File: src/logic/tx_ctrl_pkg.sv
// Constants, types and defaults for the transmit-cycle controller.
// Assumes a 100 MHz system clock driving all logic.
package tx_ctrl_pkg;

    // Clock rate and documented times
    localparam int CLK_MHZ       = 100;
    localparam int WARMUP_US     = 400;
    localparam int SETTLE_US     = 370;
    localparam int MS_US         = 1000;
    localparam int US_CYCLES     = CLK_MHZ;
    localparam int WARMUP_CYCLES = WARMUP_US * US_CYCLES;
    localparam int SETTLE_CYCLES = SETTLE_US * US_CYCLES;
    localparam int MS_CYCLES     = MS_US * US_CYCLES;

    // Widths
    localparam int TIMER_W    = 17;
    localparam int US_W       = 7;
    localparam int MS_W       = 7;
    localparam int RAMP_W     = 11;
    localparam int LEVEL_W    = 8;
    localparam int FREQ_W     = 20;
    localparam int POWER_W    = 5;
    localparam int STOP_W     = 4;
    localparam int RAMP_SEL_W = 4;
    localparam int FIELDS     = 7;
    localparam int FIFO_DEPTH = 8;
    localparam int FIFO_WIDTH = 1;

    // Working states, one-hot
    typedef enum logic [3:0] {
        ST_SLEEP    = 4'h1,
        ST_WARMUP   = 4'h2,
        ST_SETTLE   = 4'h4,
        ST_TRANSMIT = 4'h8
    } state_type;

    // Modulation choices
    typedef enum logic [1:0] {
        MOD_FSK  = 2'h0,
        MOD_GFSK = 2'h1,
        MOD_OOK  = 2'h2
    } mod_type;

    // Bit positions in the field write mask
    localparam int F_MOD    = 0;
    localparam int F_INVERT = 1;
    localparam int F_RAMP   = 2;
    localparam int F_START  = 3;
    localparam int F_STOP   = 4;
    localparam int F_FREQ   = 5;
    localparam int F_POWER  = 6;

    // Reset defaults and limits
    localparam logic                  INVERT_DEFAULT = 1'b0;
    localparam logic [RAMP_SEL_W-1:0] RAMP_DEFAULT   = 4'h0;
    localparam logic [RAMP_SEL_W-1:0] RAMP_SEL_MAX   = 4'hb;
    localparam logic                  FALLING_DEFAULT = 1'b0;
    localparam logic [STOP_W-1:0]     STOP_DEFAULT   = 4'h8;
    localparam logic [STOP_W-1:0]     STOP_LONG_SEL  = 4'h8;
    localparam logic [MS_W-1:0]       STOP_SHORT_MS  = 7'h02;
    localparam logic [MS_W-1:0]       STOP_LONG_MS   = 7'h14;
    localparam logic [MS_W-1:0]       STOP_STEP_MS   = 7'h0a;
    localparam logic [FREQ_W-1:0]     FREQ_MIN_KHZ   = 20'h3a980;
    localparam logic [FREQ_W-1:0]     FREQ_MAX_KHZ   = 20'hea600;
    localparam logic [FREQ_W-1:0]     FREQ_DEFAULT   = 20'hd3ffe;
    localparam logic [POWER_W-1:0]    POWER_MAX      = 5'h17;
    localparam logic [POWER_W-1:0]    POWER_DEFAULT  = 5'h17;
    localparam logic [LEVEL_W-1:0]    LEVEL_FULL     = 8'hff;
    localparam logic [LEVEL_W-1:0]    LEVEL_ZERO     = 8'h00;
    localparam int                    RAMP_TOP_BIT   = 10;

endpackage

File: src/logic/sym_fifo.sv
// Small first-in first-out buffer with registered output stage.
// Assumes DEPTH is a power of two; one clock, synchronous reset.
`timescale 1ns/10ps
module sym_fifo
    import tx_ctrl_pkg::*;
#(
    parameter int WIDTH = FIFO_WIDTH,
    parameter int DEPTH = FIFO_DEPTH
) (
    input  wire logic             clk,
    input  wire logic             reset,
    input  wire logic             in_valid,
    input  wire logic [WIDTH-1:0] in_data,
    output logic                  in_ready,
    output logic                  out_valid,
    output logic      [WIDTH-1:0] out_data,
    input  wire logic             out_ready
);
    localparam int PTR_W = $clog2(DEPTH);
    localparam int CNT_W = $clog2(DEPTH + 1);

    // Whole buffer state
    typedef struct packed {
        logic [DEPTH-1:0][WIDTH-1:0] mem;       // Storage entries
        logic [PTR_W-1:0]            wr;        // Write index
        logic [PTR_W-1:0]            rd;        // Read index
        logic [CNT_W-1:0]            count;     // Entries held
        logic                        out_valid; // Output stage full
        logic [WIDTH-1:0]            out_data;  // Output stage word
    } fifo_state_type;

    fifo_state_type r;
    fifo_state_type next_r;
    logic           push;
    logic           pop;

    // Full is honest: no room once DEPTH entries are held
    assign in_ready  = (r.count != CNT_W'(DEPTH));
    assign out_valid = r.out_valid;
    assign out_data  = r.out_data;

    // Next-state logic
    always_comb begin
        next_r = r;
        push   = in_valid && in_ready;
        pop    = (r.count != '0) && (!r.out_valid || out_ready);
        // Output stage empties when taken
        if (out_ready) begin
            next_r.out_valid = 1'b0;
        end
        // Refill output stage from storage
        if (pop) begin
            next_r.out_data  = r.mem[r.rd];
            next_r.out_valid = 1'b1;
            next_r.rd        = PTR_W'(r.rd + 1'b1);
        end
        // Store incoming word
        if (push) begin
            next_r.mem[r.wr] = in_data;
            next_r.wr        = PTR_W'(r.wr + 1'b1);
        end
        // Occupancy tracking
        if (push && !pop) begin
            next_r.count = CNT_W'(r.count + 1'b1);
        end else if (pop && !push) begin
            next_r.count = CNT_W'(r.count - 1'b1);
        end
    end

    // State register
    always_ff @(posedge clk) begin
        if (reset) begin
            r <= '0;
        end else begin
            r <= next_r;
        end
    end

endmodule // sym_fifo

File: src/logic/tx_state_control.sv
// Transmit-cycle controller: sleep, warm-up, settle, transmit.
// Assumes data_pin is asynchronous; commands and config inputs are
// one-cycle pulses from logic on clk.
`timescale 1ns/10ps
module tx_state_control
    import tx_ctrl_pkg::*;
#(
    parameter int WARMUP_CYC = WARMUP_CYCLES,
    parameter int SETTLE_CYC = SETTLE_CYCLES,
    parameter int MS_CYC     = MS_CYCLES
) (
    input  wire logic                  clk,
    input  wire logic                  reset,
    input  wire logic                  data_pin,
    input  wire logic                  serial_port_reset_command,
    input  wire logic                  serial_port_release_command,
    input  wire logic                  soft_reset_command,
    input  wire logic                  eeprom_load,
    input  wire logic                  host_write,
    input  wire logic [FIELDS-1:0]     host_write_mask,
    input  wire logic [1:0]            new_modulation,
    input  wire logic                  new_invert,
    input  wire logic [RAMP_SEL_W-1:0] new_ramp_sel,
    input  wire logic                  new_start_falling,
    input  wire logic [STOP_W-1:0]     new_stop_sel,
    input  wire logic [FREQ_W-1:0]     new_freq_khz,
    input  wire logic [POWER_W-1:0]    new_power_code,
    input  wire logic                  symbol_ready,
    output logic                       symbol_valid,
    output logic                       symbol_bit,
    output logic [3:0]                 state_code,
    output logic                       osc_enable,
    output logic                       synth_enable,
    output logic                       pa_enable,
    output logic [LEVEL_W-1:0]         pa_level,
    output logic [1:0]                 modulation,
    output logic [FREQ_W-1:0]          freq_khz,
    output logic [POWER_W-1:0]         power_code,
    output logic                       triggers_blocked,
    output logic                       config_loaded
);

    // Whole controller state
    typedef struct packed {
        state_type              state;     // Working state
        logic                   pin_meta;  // Synchroniser stage one
        logic                   pin_sync;  // Synchroniser stage two
        logic                   pin_prev;  // For edge detection
        logic                   blocked;   // Edge triggers disabled
        mod_type                mod;       // Modulation
        logic                   invert;    // Data polarity
        logic [RAMP_SEL_W-1:0]  ramp_sel;  // Ramp option
        logic                   falling;   // Start on falling edge
        logic [STOP_W-1:0]      stop_sel;  // Stop time option
        logic [FREQ_W-1:0]      freq;      // Carrier in kHz
        logic [POWER_W-1:0]     power;     // Power code, 0 = -10 dBm
        logic                   loaded;    // Image copied in
        logic [TIMER_W-1:0]     timer;     // Phase and ms prescaler
        logic [MS_W-1:0]        low_ms;    // Whole ms of low pin
        logic [US_W-1:0]        us_div;    // Microsecond prescaler
        logic [RAMP_W-1:0]      ramp;      // Ramp position in us
        logic                   osc_en;    // Oscillator enable
        logic                   synth_en;  // Synthesizer enable
        logic                   pa_en;     // PA enable
        logic [LEVEL_W-1:0]     level;     // PA drive level
        logic                   push;      // Sample waiting for FIFO
        logic                   sample;    // Sampled symbol
    } ctrl_state_type;

    ctrl_state_type     r;
    ctrl_state_type     next_r;
    logic               fifo_ready;      // FIFO has room
    logic               rise;            // Rising edge seen
    logic               fall;            // Falling edge seen
    logic               us_tick;         // One microsecond elapsed
    logic               ms_tick;         // One millisecond elapsed
    logic [MS_W-1:0]    stop_ms;         // Selected stop time
    logic [RAMP_W-1:0]  ramp_us;         // Selected ramp length
    logic               end_tx;          // Transmit ends now

    // Stop option to milliseconds
    function automatic logic [MS_W-1:0] stop_to_ms(
        input logic [STOP_W-1:0] sel
    );
        logic [MS_W-1:0] steps;
        steps = MS_W'(sel - STOP_LONG_SEL);
        if (sel < STOP_LONG_SEL) begin
            stop_to_ms = MS_W'(STOP_SHORT_MS + MS_W'(sel));
        end else begin
            stop_to_ms = MS_W'(STOP_LONG_MS + MS_W'(steps * STOP_STEP_MS));
        end
    endfunction

    // Ramp position to PA level, scaled to full span
    function automatic logic [LEVEL_W-1:0] ramp_level(
        input logic [RAMP_W-1:0]     pos,
        input logic [RAMP_SEL_W-1:0] sel
    );
        logic [RAMP_W-1:0] norm;
        norm = RAMP_W'(pos << (RAMP_SEL_MAX - sel));
        if (norm[RAMP_TOP_BIT]) begin
            ramp_level = LEVEL_FULL;
        end else begin
            ramp_level = norm[RAMP_TOP_BIT-1 -: LEVEL_W];
        end
    endfunction

    // Configuration write under a field mask
    function automatic ctrl_state_type apply_cfg(
        input ctrl_state_type  s,
        input logic [FIELDS-1:0] mask
    );
        apply_cfg = s;
        if (mask[F_MOD] && new_modulation != 2'h3) begin
            apply_cfg.mod = mod_type'(new_modulation);
        end
        if (mask[F_INVERT]) begin
            apply_cfg.invert = new_invert;
        end
        // ramp options up to 1024 us
        if (mask[F_RAMP] && new_ramp_sel <= RAMP_SEL_MAX) begin
            apply_cfg.ramp_sel = new_ramp_sel;
        end
        if (mask[F_START]) begin
            apply_cfg.falling = new_start_falling;
        end
        if (mask[F_STOP]) begin
            apply_cfg.stop_sel = new_stop_sel;
        end
        if (mask[F_FREQ] && new_freq_khz >= FREQ_MIN_KHZ
            && new_freq_khz <= FREQ_MAX_KHZ) begin
            apply_cfg.freq = new_freq_khz;
        end
        if (mask[F_POWER] && new_power_code <= POWER_MAX) begin
            apply_cfg.power = new_power_code;
        end
    endfunction

    // Symbol buffer toward the modulator
    sym_fifo #(
        .WIDTH (FIFO_WIDTH),
        .DEPTH (FIFO_DEPTH)
    ) u_fifo (
        .clk       (clk),
        .reset     (reset),
        .in_valid  (r.push),
        .in_data   (r.sample),
        .in_ready  (fifo_ready),
        .out_valid (symbol_valid),
        .out_data  (symbol_bit),
        .out_ready (symbol_ready)
    );

    // Outputs straight from state flops
    assign state_code       = r.state;
    assign osc_enable       = r.osc_en;
    assign synth_enable     = r.synth_en;
    assign pa_enable        = r.pa_en;
    assign pa_level         = r.level;
    assign modulation       = r.mod;
    assign freq_khz         = r.freq;
    assign power_code       = r.power;
    assign triggers_blocked = r.blocked;
    assign config_loaded    = r.loaded;

    // Next-state logic
    always_comb begin
        next_r  = r;
        rise    = r.pin_sync && !r.pin_prev;
        fall    = !r.pin_sync && r.pin_prev;
        us_tick = (r.us_div == US_W'(US_CYCLES - 1));
        ms_tick = (r.timer == TIMER_W'(MS_CYC - 1));
        stop_ms = stop_to_ms(r.stop_sel);
        ramp_us = (r.ramp_sel == RAMP_DEFAULT) ? '0
                : RAMP_W'(1 << (r.ramp_sel - 1'b1));
        end_tx  = 1'b0;
        // Two-flop synchroniser and edge history
        next_r.pin_meta = data_pin;
        next_r.pin_sync = r.pin_meta;
        next_r.pin_prev = r.pin_sync;
        if (eeprom_load) begin
            next_r        = apply_cfg(next_r, '1);
            next_r.loaded = 1'b1;
        end
        if (host_write) begin
            next_r = apply_cfg(next_r, host_write_mask);
        end
        if (serial_port_reset_command) begin
            next_r.blocked = 1'b1;
        end else if (serial_port_release_command) begin
            next_r.blocked = 1'b0;
        end
        // FIFO accepted the waiting sample
        if (r.push && fifo_ready) begin
            next_r.push = 1'b0;
        end
        case (r.state)
            ST_SLEEP: begin
                next_r.osc_en   = 1'b0;
                next_r.synth_en = 1'b0;
                next_r.pa_en    = 1'b0;
                next_r.level    = LEVEL_ZERO;
                next_r.timer    = '0;
                if (!r.blocked && (r.falling ? fall : rise)) begin
                    next_r.state  = ST_WARMUP;
                    next_r.osc_en = 1'b1;
                end
            end
            ST_WARMUP: begin
                next_r.timer = TIMER_W'(r.timer + 1'b1);
                if (r.timer == TIMER_W'(WARMUP_CYC - 1)) begin
                    next_r.state    = ST_SETTLE;
                    next_r.synth_en = 1'b1;
                    next_r.timer    = '0;
                end
            end
            ST_SETTLE: begin
                // pin level not looked at here
                next_r.timer = TIMER_W'(r.timer + 1'b1);
                if (r.timer == TIMER_W'(SETTLE_CYC - 1)) begin
                    next_r.state  = ST_TRANSMIT;
                    next_r.pa_en  = 1'b1;
                    next_r.timer  = '0;
                    next_r.low_ms = '0;
                    next_r.us_div = '0;
                    next_r.ramp   = '0;
                    next_r.level  = (r.mod == MOD_OOK) ? LEVEL_ZERO
                                                       : LEVEL_FULL;
                end
            end
            ST_TRANSMIT: begin
                next_r.us_div = us_tick ? '0 : US_W'(r.us_div + 1'b1);
                // stop timer restarts on high pin
                if (r.pin_sync) begin
                    next_r.timer  = '0;
                    next_r.low_ms = '0;
                end else if (ms_tick) begin
                    next_r.timer  = '0;
                    next_r.low_ms = MS_W'(r.low_ms + 1'b1);
                end else begin
                    next_r.timer = TIMER_W'(r.timer + 1'b1);
                end
                if (us_tick && !r.push) begin
                    next_r.push   = 1'b1;
                    next_r.sample = (r.mod == MOD_OOK) ? r.pin_sync
                                  : (r.pin_sync ^ r.invert);
                end
                if (r.mod != MOD_OOK) begin
                    next_r.level = LEVEL_FULL;
                end else if (r.ramp_sel == RAMP_DEFAULT) begin
                    // zero ramp jumps straight to level
                    next_r.level = r.pin_sync ? LEVEL_FULL : LEVEL_ZERO;
                end else begin
                    if (us_tick && r.pin_sync && r.ramp < ramp_us) begin
                        next_r.ramp = RAMP_W'(r.ramp + 1'b1);
                    end else if (us_tick && !r.pin_sync
                                 && r.ramp != '0) begin
                        next_r.ramp = RAMP_W'(r.ramp - 1'b1);
                    end
                    next_r.level = ramp_level(next_r.ramp, r.ramp_sel);
                end
                // low for the stop time ends transmit
                if (r.low_ms >= stop_ms) begin
                    end_tx = 1'b1;
                end
            end
            default: begin
                end_tx = 1'b1;
            end
        endcase
        // soft reset stops the cycle at once
        if (soft_reset_command && r.state != ST_SLEEP) begin
            end_tx = 1'b1;
        end
        // PA off, sleep, edge detection re-armed
        if (end_tx) begin
            next_r.state    = ST_SLEEP;
            next_r.osc_en   = 1'b0;
            next_r.synth_en = 1'b0;
            next_r.pa_en    = 1'b0;
            next_r.level    = LEVEL_ZERO;
            next_r.timer    = '0;
            next_r.pin_prev = r.pin_sync;
        end
    end

    // State register
    always_ff @(posedge clk) begin
        if (reset) begin
            r          <= '0;
            // Synchroniser keeps running so release sees no false edge
            r.pin_meta <= data_pin;
            r.pin_sync <= r.pin_meta;
            r.pin_prev <= r.pin_sync;
            r.state    <= ST_SLEEP;
            r.mod      <= MOD_FSK;
            r.invert   <= INVERT_DEFAULT;
            r.ramp_sel <= RAMP_DEFAULT;
            r.falling  <= FALLING_DEFAULT;
            r.stop_sel <= STOP_DEFAULT;
            r.freq     <= FREQ_DEFAULT;
            r.power    <= POWER_DEFAULT;
        end else begin
            r <= next_r;
        end
    end
endmodule // tx_state_control

File: config.mk
export PLATFORM = sky130hd
export DESIGN_NAME = tx_state_control
export DESIGN_NICKNAME = d
export VERILOG_FILES = /design/src/logic/tx_ctrl_pkg.sv /design/src/logic/sym_fifo.sv /design/src/logic/tx_state_control.sv
export SDC_FILE = /design/constraint.sdc
export NUM_CORES = 1
export LEC_CHECK = 0
export ABC_CLOCK_PERIOD_IN_PS = 8450
export BUFFER_PORTS_ARGS = -buffer_cell sky130_fd_sc_hd__buf_2
export CAP_MARGIN = 5
export CORE_MARGIN = 2
export CORE_UTILIZATION = 45
export DETAILED_ROUTE_END_ITERATION = 16
export PLACE_DENSITY_LB_ADDON = 0.05
export SYNTH_ARGS = -nofsm -noshare
export SYNTH_HDL_FRONTEND = slang
export SYNTH_SLANG_ARGS = --single-unit
export TNS_END_PERCENT = 20
File: constraint.sdc
create_clock -name clk -period 8.45 [get_ports clk]
set_input_delay 1.2675 -clock clk [delete_from_list [all_inputs] [get_ports clk]]
set_output_delay 1.2675 -clock clk [all_outputs]
set_load 0.01 [all_outputs]
==> reports/metrics.cfg, run 1 <==
[run]
cap_violations=0

[outcome]
run_status=finished clean

[detailed_routing]
drt-vias-per-instance=5.55
route.vias.total=6860
drtAntennaViolNets=0
drt_iter0_markers=443
wirelength_um=18600
remaining_drc_errors=0
dr.pass1.iters=5
post_drt_wl_per_cell_um=15.0

[global_route]
gr-usage-all-layers_pct=21.2
grt_max_degree=84
grt_antenna_before_repair=0
grt.overflow.total=0
grt_pass1_vias=6403
grt_pass1_wl_um=31200

[synth]
syn_nets=1061
synth_top_cells_by_count=nor2_1 (152), dfxtp_1 (121), nand2_1 (81)
ys_seq_area_share_pct=31.5
netlist.top_cell.by_area=dfxtp_1
synth_top_cell_area_share_pct=31.5
synth_top_flop_cell=dfxtp_1
netlist_instances=971
synth_most_common_cell=nor2_1
ranking_of_synthesized_cells_by_area=dfxtp_1 (31%), nor2_1 (7.4%), ha_1 (5.7%)
synth_edf_count=0
async_reset_ff_share_pct=0
synthesis.area_per_instance_sq_um=7.93
synth_warnings=0
synth_cell_type_count=73
synth.ff_latch_count=121
syn-cell-area_sq_mm=0.00770

[sta]
clock_skew_ns=0.00811
setup_viol=0
finalSetupTns_ns=0
finalWorstPathRequiredPeriod_ns=4.34
slew_at_the_pin_closest_to_its_max_slew_limit_ns=0.958
rsz0062_at_grt=no
report.final.slew_viol_count=0
finalHoldViolations=0
relSlewSlack_pct=36.0
fin_crit_share_pct=51.3
achievable-frequency_ghz=0.231

[clock_network]
cts_made_buffers=17
h-tree-depth=4
cts_repair_resize_count=0
cts.reportedPaths.clkPinSlew_ns=0.06
cts_max_path_buffers=2
post_cts_buffers=0
clock_latency_ns=0.42
clock_tree.root_cell=clkbuf_16
tritoncts_clock_tree=done
post_cts_hold_buffer_count=0
cts_sinks=121

[place]
port_buffers=98
place_inst=1204
gpl.final_weighted_congestion=0.870
dp_hpwl_um=13200

[floorplan]
floorplan.io_pins=99
fp.coreArea_sq_mm=0.0166
num_rows=47
die-width_um=135
overall_die_height_um=135
die-area_sq_mm=0.0182
start_util_pct=46.3

[worst_setup_path]
crit_path_max_fanout=28
reg2regPathDepth=12
crit_path_start=r[87]
rr_startpoint=r[87]
cp-start-kind=flip-flop
worstPathArrival_ns=4.63
critical_path_required_ns=8.75
worst-setup-path-type=reg2reg
worstReg2RegEnd=pa_level[4]
reg2reg_slack_ns=4.11
crit_path_end_kind=flip-flop

[power]
vdd.ir_drop.worst_uv=132
p_seq_share_pct=37.3
p_leak_nw=3.54
power_frac_clock_pct=45.1
power_spent_charging_and_discharging_nets_uw=514
comb_power_share_pct=17.6
power_density_mw_per_mm2=204
switching_share_of_power_pct=29.1
intPower_mw=1.25

[layout]
layout-area-overhead-vs-synth_pct=12.2
num_antenna_cells=0
final_nets=1093
final_cells=1236
final_layout_size_suffix_gt1_share_pct=15.6
multiInputGateArea_sq_mm=0.00464
sequential_cell_area_sq_mm=0.00242
fillers=1629

[min_path]
hold_path_class=reg2reg
whs_endpoint=r[95]
whs_path_depth=0
worstHoldStart=r[96]

worst max path at each step:
stage             endpoint  slack, ns  cells past startpoint
3_3_place_gp   pa_level[4]       4.26                     12
2_1_floorplan  pa_level[4]       4.70                     14
5_1_grt        pa_level[2]       3.75                     12
3_5_place_dp   pa_level[6]       4.18                     12
4_1_cts        pa_level[4]       4.16                     12
6_report       pa_level[4]       4.11                     12
worst max-delay path: stages, from the launching register on:
cell and delay, ns:
dfxtp_1 0.95, nor2b_1 0.49, nand2_1 0.11, ha_1 0.33, a41o_1 0.24, a21oi_1 0.31
a2bb2oi_4 0.31, o221ai_1 0.17, or3_1 0.39, a221o_1 0.35, nor4_4 0.25, o31a_4 0.24
a31oi_1 0.08
registers in the layout (all words and copies together), names as in the netlist:
name              cells
triggers_blocked      1
config_loaded         1
state_code            4
u_fifo.r             18
freq_khz             20
pa_level              8
modulation            2
pa_enable             1
power_code            5
osc_enable            1
r                    57
synth_enable          1
u_fifo.out_valid      1
u_fifo.out_data       1
cells by family after synthesis:
| group | synth area share [%] |
|---|---|
| flops | 31.5 |
| xor+xnor | 3.98 |
| mux | 5.46 |
| simple gates | 26.1 |
| fa+ha+maj | 6.21 |
| compound gates | 18.4 |
| buf+inv | 8.39 |
layout by cell type (no fill, tap or decap), types with 27 or more instances in the layout:
cell type	instances
ha_1	35
dfxtp_1	121
nand3_1	27
nor2_1	152
buf_2	98
mux2i_1	33
o21ai_0	49
inv_1	35
nand2_1	81
a21oi_1	59
power groups by stage:
stage	Clock, mW	Combinational (mW)	Sequential [mW]
floorplan	0	0.260	0.653
global placement	0	0.312	0.670
detailed placement	0	0.312	0.670
CTS	0.817	0.314	0.658
global route	0.840	0.354	0.665
finish	0.796	0.310	0.658
cell type report:
cell class / instances / area share [%]
clock inverter: 15 / 2.46
tap: 220 / 3.19
inverter: 35 / 1.52
sequential: 121 / 28.0
multi-input combinational: 725 / 53.8
clock buffer: 17 / 4.92
timing repair buffer: 103 / 6.11
layer usage:
| layer | up-vias | global-route usage [%] | share of wire [%] |
|---|---|---|---|
| li1 | 3478 | - | - |
| met1 | 3167 | 27.7 | 48 |
| met2 | 188 | 34.1 | 45 |
| met3 | 27 | 5.37 | 5.9 |
| met4 | 0 | 6.90 | 1.5 |
| met5 | - | 0 | 0 |
per-stage QoR:
stage / util, % / hold slack [ns] / worst slack (ns) / instance area, sq um / total power, mW
final: 51.9 / 0.338 / 4.11 / 8640 / 1.76
after global routing: 51.9 / 0.350 / 3.75 / 8640 / 1.86
after CTS: 51.9 / 0.346 / 4.16 / 8640 / 1.79
after detailed placement: 48.1 / 0.331 / 4.18 / 8000 / 0.982
after global placement: 48.1 / 0.333 / 4.26 / 8000 / 0.982
after floorplan: - / 0.310 / 4.70 / 7700 / 0.913
No activity file was read; power rests on OpenSTA's default activity.
==> inputs of run 2 (changes only) <==
--- a/config.mk
+++ b/config.mk
@@ -5,7 +5,8 @@
 export SDC_FILE = /design/constraint.sdc
 export NUM_CORES = 1
 export LEC_CHECK = 0
-export ABC_CLOCK_PERIOD_IN_PS = 8450
+export ABC_AREA = 1
+export ABC_CLOCK_PERIOD_IN_PS = 3600
 export BUFFER_PORTS_ARGS = -buffer_cell sky130_fd_sc_hd__buf_2
 export CAP_MARGIN = 5
 export CORE_MARGIN = 2
==> constraint.sdc (replaced) <==
create_clock -name clk -period 3.6 [get_ports clk]
set_input_delay 0.54 -clock clk [delete_from_list [all_inputs] [get_ports clk]]
set_output_delay 0.54 -clock clk [all_outputs]
set_load 0.01 [all_outputs]
==> reports/metrics.cfg, run 2 <==
[worst_setup_path]
rr_startpoint=r[88]  ; was r[87]
reg2regPathDepth=22  ; was 12
crit_path_max_fanout=13  ; was 28
critical_path.cell_chain=clkinv_1, ha_1, inv_1, nand4_1, ha_1, nand2_1, nor2_4, nor3b_4, nand2_4, nand3_4, buf_4, nand3_1, nand3_2, nand3_2, nand3_2, nor2_4, nor2_4, nand2_1, nand2_1, nand2_1, nand2_1, a21oi_1  ; was nor2b_1, nand2_1, ha_1, a41o_1, a21oi_1, a2bb2oi_4, o221ai_1, or3_1, a221o_1, nor4_4, o31a_4, a31oi_1
crit_path_start=r[88]  ; was r[87]
crit_path_max_incr_delay_ns=0.33  ; was 0.95 ns
cell_seen_most_often_among_critical_path_stages=nand2_1
cp_slowest_cell=dfxtp_1  ; unchanged
cpLargestDelayFamily=simple AND/OR/NAND/NOR gates  ; was compound AO/OA/AOI/OAI gates
reg2reg_slack_ns=0.31  ; was 4.11 ns
worst-path-buf-inv=3  ; was 0
crit_path_end_kind=flip-flop  ; unchanged
cp-start-kind=flip-flop  ; unchanged
worstReg2RegEnd=pa_level[4]  ; unchanged
critical_path_required_ns=3.88  ; was 8.75 ns
worst-setup-path-type=reg2reg  ; unchanged
worstPathArrival_ns=3.57  ; was 4.63 ns

[detailed_routing]
route.vias.total=7479  ; was 6,860
post_drt_wl_per_cell_um=13.7  ; was 15.0 um
dr.pass1.iters=5  ; unchanged
remaining_drc_errors=0  ; unchanged
drt_iter0_markers=448  ; was 443
wirelength_um=19900  ; was 18,600 um
drt-vias-per-instance=5.15  ; was 5.55
drtAntennaViolNets=0  ; unchanged

[power]
switching_share_of_power_pct=30.8  ; was 29.1%
intPower_mw=3.05  ; was 1.25 mW
p_leak_nw=4.13  ; was 3.54 nW
power_density_mw_per_mm2=492  ; was 204 mW/mm^2
power_frac_clock_pct=43.1  ; was 45.1%
vdd.ir_drop.worst_uv=293  ; was 132 uV
comb_power_share_pct=21.7  ; was 17.6%
power_spent_charging_and_discharging_nets_mw=1.36  ; was 514 uW
total_power_mw=4.40  ; was 1.76 mW
p_seq_share_pct=35.2  ; was 37.3%

[synth]
synth_cell_type_count=52  ; was 73
synth_top_cells_by_count=nand2_1 (262), inv_1 (128), dfxtp_1 (121)  ; was nor2_1 (152), dfxtp_1 (121), nand2_1 (81)
synth_top_flop_cell=dfxtp_1  ; unchanged
syn_nets=1237  ; was 1,061
synth.ff_latch_count=121  ; unchanged
synth_most_common_cell=nand2_1  ; was nor2_1
netlist_instances=1147  ; was 971
syn-cell-area_sq_mm=0.00784  ; was 0.00770 sq mm
async_reset_ff_share_pct=0  ; unchanged
netlist.top_cell.by_area=dfxtp_1  ; unchanged
synth_warnings=0  ; unchanged
ranking_of_synthesized_cells_by_area=dfxtp_1 (31%), nand2_1 (13%), a21oi_1 (6.2%)  ; was dfxtp_1 (31%), nor2_1 (7.4%), ha_1 (5.7%)
synth_edf_count=0  ; unchanged
synthesis.area_per_instance_sq_um=6.83  ; was 7.93 sq um
synth_top_cell_area_share_pct=30.9  ; was 31.5%
ys_seq_area_share_pct=30.9  ; was 31.5%

[global_route]
grt_max_degree=41  ; was 84
gr-usage-all-layers_pct=22.5  ; was 21.2%
grt_pass1_vias=6980  ; was 6,403
grt_pass1_wl_um=33400  ; was 31,200 um
grt.overflow.total=0  ; unchanged
grt_antenna_before_repair=0  ; unchanged

[min_path]
whs_path_depth=1  ; was 0
worstHoldStart=data_pin  ; was r[96]
whs_endpoint=r[96]  ; was r[95]
hold_path_class=in2reg  ; was reg2reg

[place]
pre_cts_ws_ns=0.325  ; was 4.18 ns
gpl.final_weighted_congestion=0.912  ; was 0.870
port_buffers=98  ; unchanged
detailed_place.area_sq_mm=0.00827  ; was 0.00800 sq mm
place_inst=1415  ; was 1,204
dp_hpwl_um=15000  ; was 13,200 um

[sta]
finalHoldViolations=0  ; unchanged
finalWorstPathRequiredPeriod_ns=3.29  ; was 4.34 ns
finalSetupTns_ns=0  ; unchanged
setup_viol=0  ; unchanged
timing.hold.ws_ns=0.223  ; was 0.338 ns
slew_at_the_pin_closest_to_its_max_slew_limit_ns=0.643  ; was 0.958 ns
rsz0062_at_grt=no  ; unchanged
fin_crit_share_pct=91.5  ; was 51.3%
achievable-frequency_ghz=0.304  ; was 0.231 GHz
clock_skew_ns=0.0129  ; was 0.00811 ns
report.final.slew_viol_count=0  ; unchanged
timing.final.ws_setup_ns=0.305  ; was 4.11 ns
relSlewSlack_pct=56.7  ; was 36.0%

[layout]
most_flops_register=r  ; unchanged
final_core_utilization_pct=52.2  ; was 51.9%
layout.cells.most_common_list=nand2_1 (262), inv_1 (128), dfxtp_1 (120)  ; was nor2_1 (152), dfxtp_1 (121), buf_2 (98)
final_nets=1303  ; was 1,093
num_antenna_cells=0  ; unchanged
layout-area-overhead-vs-synth_pct=14.3  ; was 12.2%
final_layout_size_suffix_gt1_share_pct=17.5  ; was 15.6%
most_common_cell_after_layout_fill_and_taps_aside=nand2_1  ; was nor2_1
largest_reg_flops=57  ; unchanged
final_cells=1451  ; was 1,236
post-route-cell-area_sq_mm=0.00896  ; was 0.00864 sq mm

[clock_network]
cts_made_buffers=17  ; unchanged
cts_sinks=121  ; unchanged
clock_latency_ns=0.42  ; about the same
tritoncts_clock_tree=done  ; unchanged
post_cts_hold_buffer_count=0  ; unchanged
cts.reportedPaths.clkPinSlew_ns=0.06  ; about the same
cts_max_path_buffers=2  ; unchanged
h-tree-depth=4  ; unchanged
clock_tree.root_cell=clkbuf_16  ; unchanged

[floorplan]
fp.coreArea_sq_mm=0.0172  ; was 0.0166 sq mm
die-area_sq_mm=0.0185  ; was 0.0182 sq mm
overall_die_height_um=136  ; was 135 um
floorplan.io_pins=99  ; unchanged
start_util_pct=45.6  ; was 46.3%
num_rows=48  ; was 47
die-width_um=136  ; was 135 um

[outcome]
run_status=finished clean  ; unchanged

[run]
cap_violations=0  ; unchanged

## run 2: worst max-delay path by stage
stage                        endpoint  slack, ns  depth (start not counted)
after floorplan           pa_level[2]       0.57                         19
after global placement          r[49]       0.40                         20
after detailed placement  pa_level[4]       0.32                         21
after CTS                 pa_level[4]       0.30                         21
after global routing      pa_level[4]       0.03                         21
final                     pa_level[4]       0.31                         22
## run 2: cell type report
type / count / area [sq um]
fill: 1769 / 8220
multi-input combinational: 814 / 4410
sequential: 121 / 2420
timing repair buffer: 122 / 671
inverter: 137 / 514
clock buffer: 18 / 439
tap: 225 / 282
clock inverter: 14 / 220
## run 2: routing by layer
metal | part of all wire, % | up-vias | global-route usage, % | routed length [um]
met5 | 0 | - | 0 | 0
met3 | 5.6 | 22 | 5.52 | 1120
met2 | 45 | 168 | 36.8 | 8990
met4 | 1.3 | 0 | 6.54 | 267
li1 | - | 3901 | - | -
met1 | 48 | 3388 | 29.5 | 9570
## run 2: power groups by stage
stage	clock network (mW)	logic, mW	registers, mW
2_1_floorplan	0	0.741	1.56
3_3_place_gp	0	0.952	1.58
3_5_place_dp	0	0.956	1.58
4_1_cts	1.94	0.964	1.55
5_1_grt	1.99	1.11	1.56
6_report	1.90	0.956	1.55
## run 2: repair_timing
item | 4_1_cts | 5_1_grt
endpoints found under the setup margin | 0 | 3
setup buffers | 0 | 4
resized for setup | 0 | 1
## run 2: kinds of logic after synthesis
kind of cell / Yosys count / share of synthesized area, %
simple gates: 542 / 32.3
compound gates: 208 / 14.9
flops: 121 / 30.9
mux: 1 / 0.128
buf+inv: 212 / 12.8
xor+xnor: 26 / 2.90
fa+ha+maj: 37 / 6.10
==> inputs of run 3 (changes only) <==
--- a/config.mk
+++ b/config.mk
@@ -5,14 +5,14 @@
 export SDC_FILE = /design/constraint.sdc
 export NUM_CORES = 1
 export LEC_CHECK = 0
-export ABC_AREA = 1
+export ABC_AREA = 0
 export ABC_CLOCK_PERIOD_IN_PS = 3600
 export BUFFER_PORTS_ARGS = -buffer_cell sky130_fd_sc_hd__buf_2
 export CAP_MARGIN = 5
 export CORE_MARGIN = 2
 export CORE_UTILIZATION = 45
 export DETAILED_ROUTE_END_ITERATION = 16
-export PLACE_DENSITY_LB_ADDON = 0.05
+export PLACE_DENSITY = 0.75
 export SYNTH_ARGS = -nofsm -noshare
 export SYNTH_HDL_FRONTEND = slang
 export SYNTH_SLANG_ARGS = --single-unit
==> reports/metrics.cfg, run 3 (synthesis gave the netlist of run 1 again) <==
[global_route]
grt_antenna_before_repair=0  ; unchanged
grt_pass1_wl_um=31000  ; was 33,400 um
grt_pass1_vias=6529  ; was 6,980
gr-usage-all-layers_pct=21.0  ; was 22.5%
grt_max_degree=83  ; was 41
grt.overflow.total=0  ; unchanged

[worst_setup_path]
crit_path_end_kind=flip-flop  ; unchanged
worst-setup-path-type=reg2reg  ; unchanged
worstPathArrival_ns=3.69  ; was 3.57 ns
crit_path_max_fanout=7  ; was 13
cp-start-kind=flip-flop  ; unchanged
reg2reg_slack_ns=0.22  ; was 0.31 ns
critical_path_required_ns=3.91  ; was 3.88 ns

[layout]
final_cells=1259  ; was 1,451
layout-area-overhead-vs-synth_pct=14.8  ; was 14.3%
most_common_cell_after_layout_fill_and_taps_aside=nor2_1  ; was nand2_1
final_layout_size_suffix_gt1_share_pct=18.2  ; was 17.5%
most_flops_register=r  ; unchanged
layout.cells.most_common_list=nor2_1 (152), dfxtp_1 (120), buf_2 (98)  ; was nand2_1 (262), inv_1 (128), dfxtp_1 (120)
num_antenna_cells=0  ; unchanged
final_core_utilization_pct=53.1  ; was 52.2%
largest_reg_flops=57  ; unchanged
final_nets=1116  ; was 1,303

[outcome]
run_status=finished clean  ; unchanged

[clock_network]
clock_tree.root_cell=clkbuf_16  ; unchanged
tritoncts_clock_tree=done  ; unchanged
post_cts_buffers=0  ; unchanged
cts_sinks=121  ; unchanged
h-tree-depth=4  ; unchanged
cts.reportedPaths.clkPinSlew_ns=0.06  ; about the same
cts_max_path_buffers=2  ; unchanged
clock_latency_ns=0.42  ; about the same
cts_made_buffers=17  ; unchanged

[detailed_routing]
drt_iter0_markers=560  ; was 448
drt-vias-per-instance=5.62  ; was 5.15
drtAntennaViolNets=0  ; unchanged
route.vias.total=7070  ; was 7,479
post_drt_wl_per_cell_um=14.9  ; was 13.7 um
remaining_drc_errors=0  ; unchanged
wirelength_um=18800  ; was 19,900 um
dr.pass1.iters=5  ; unchanged

[floorplan]
overall_die_height_um=135  ; was 136 um
floorplan.io_pins=99  ; unchanged
fp.coreArea_sq_mm=0.0166  ; was 0.0172 sq mm
die-width_um=135  ; was 136 um
die-area_sq_mm=0.0182  ; was 0.0185 sq mm
start_util_pct=46.3  ; was 45.6%
num_rows=47  ; was 48

[sta]
relSlewSlack_pct=42.0  ; was 56.7%
finalHoldViolations=0  ; unchanged
setup_viol=0  ; unchanged
achievable-frequency_ghz=0.296  ; was 0.304 GHz
finalWorstPathRequiredPeriod_ns=3.38  ; was 3.29 ns
clock_skew_ns=0.0113  ; was 0.0129 ns
fin_crit_share_pct=93.9  ; was 91.5%
report.final.slew_viol_count=0  ; unchanged
slew_at_the_pin_closest_to_its_max_slew_limit_ns=0.870  ; was 0.643 ns

[place]
place_inst=1227  ; was 1,415
port_buffers=98  ; unchanged
gpl.final_weighted_congestion=0.935  ; was 0.912
dp_hpwl_um=13600  ; was 15,000 um

[power]
power_density_mw_per_mm2=464  ; was 492 mW/mm^2
p_leak_nw=3.66  ; was 4.13 nW
vdd.ir_drop.worst_uv=316  ; was 293 uV
total_power_mw=4.10  ; was 4.40 mW

[run]
cap_violations=0  ; unchanged

[min_path]
hold_path_class=in2reg  ; unchanged

-- run 3: area by class of cell --
class / instances / area, sq um
sequential: 121 / 2420
fill: 1547 / 7800
inverter: 35 / 131
clock buffer: 17 / 425
timing repair buffer: 126 / 713
multi-input combinational: 725 / 4680
tap: 220 / 275
clock inverter: 15 / 189
-- run 3: path summary, 6_finish.rpt --
kind | from | endpoint | depth (start not counted)
min | data_pin | r[96] | 1
max | r[89] | pa_level[6] | 14
max reg2reg | r[89] | pa_level[6] | 14
min reg2reg | r[96] | r[95] | 0
-- run 3: per-stage QoR --
| step | setup TNS (ns) | area, sq um | hold WS [ns] | worst slack (ns) |
|---|---|---|---|---|
| 5_1_grt | -0.360 | 8840 | 0.203 | -0.0612 |
| 3_5_place_dp | 0 | 8190 | 0.312 | 0.104 |
| 4_1_cts | 0 | 8800 | 0.206 | 0.0959 |
| 3_3_place_gp | 0 | 8190 | 0.311 | 0.191 |
| 2_1_floorplan | 0 | 7700 | 0.310 | 0.0263 |
| 6_report | 0 | 8840 | 0.224 | 0.218 |
-- run 3: what timing repair did --
action                     in CTS  in global routing
gates resized for setup         0                 10
setup endpoints to repair       0                  8
hold buffers                    0                  0
-- run 3: layer usage --
metal,vias up,share of wire [%],GRT usage [%]
met1,3297,45,26.6
met5,-,0,0
met4,0,1.8,8.01
met3,28,6.1,5.74
li1,3516,-,-
met2,229,47,34.1
-- run 3: power breakdown --
part	switching, mW	leakage, nW	internal (mW)	total (mW)
Clock	0.685	0.289	1.10	1.79
Sequential	0.0938	0.988	1.44	1.53
Combinational	0.438	2.38	0.342	0.780
-- run 3: critical path: stages (launching register included) --
cell	delay (ns)
dfxtp_1	0.38
inv_1	0.08
ha_1	0.21
nor3_2	0.24
nand2_1	0.10
ha_1	0.30
nand4_2	0.15
nor3_4	0.28
o2bb2ai_2	0.17
nor4_1	0.08
or3_1	0.44
a221o_1	0.35
nor4_4	0.18
o31a_4	0.24
a31oi_1	0.08
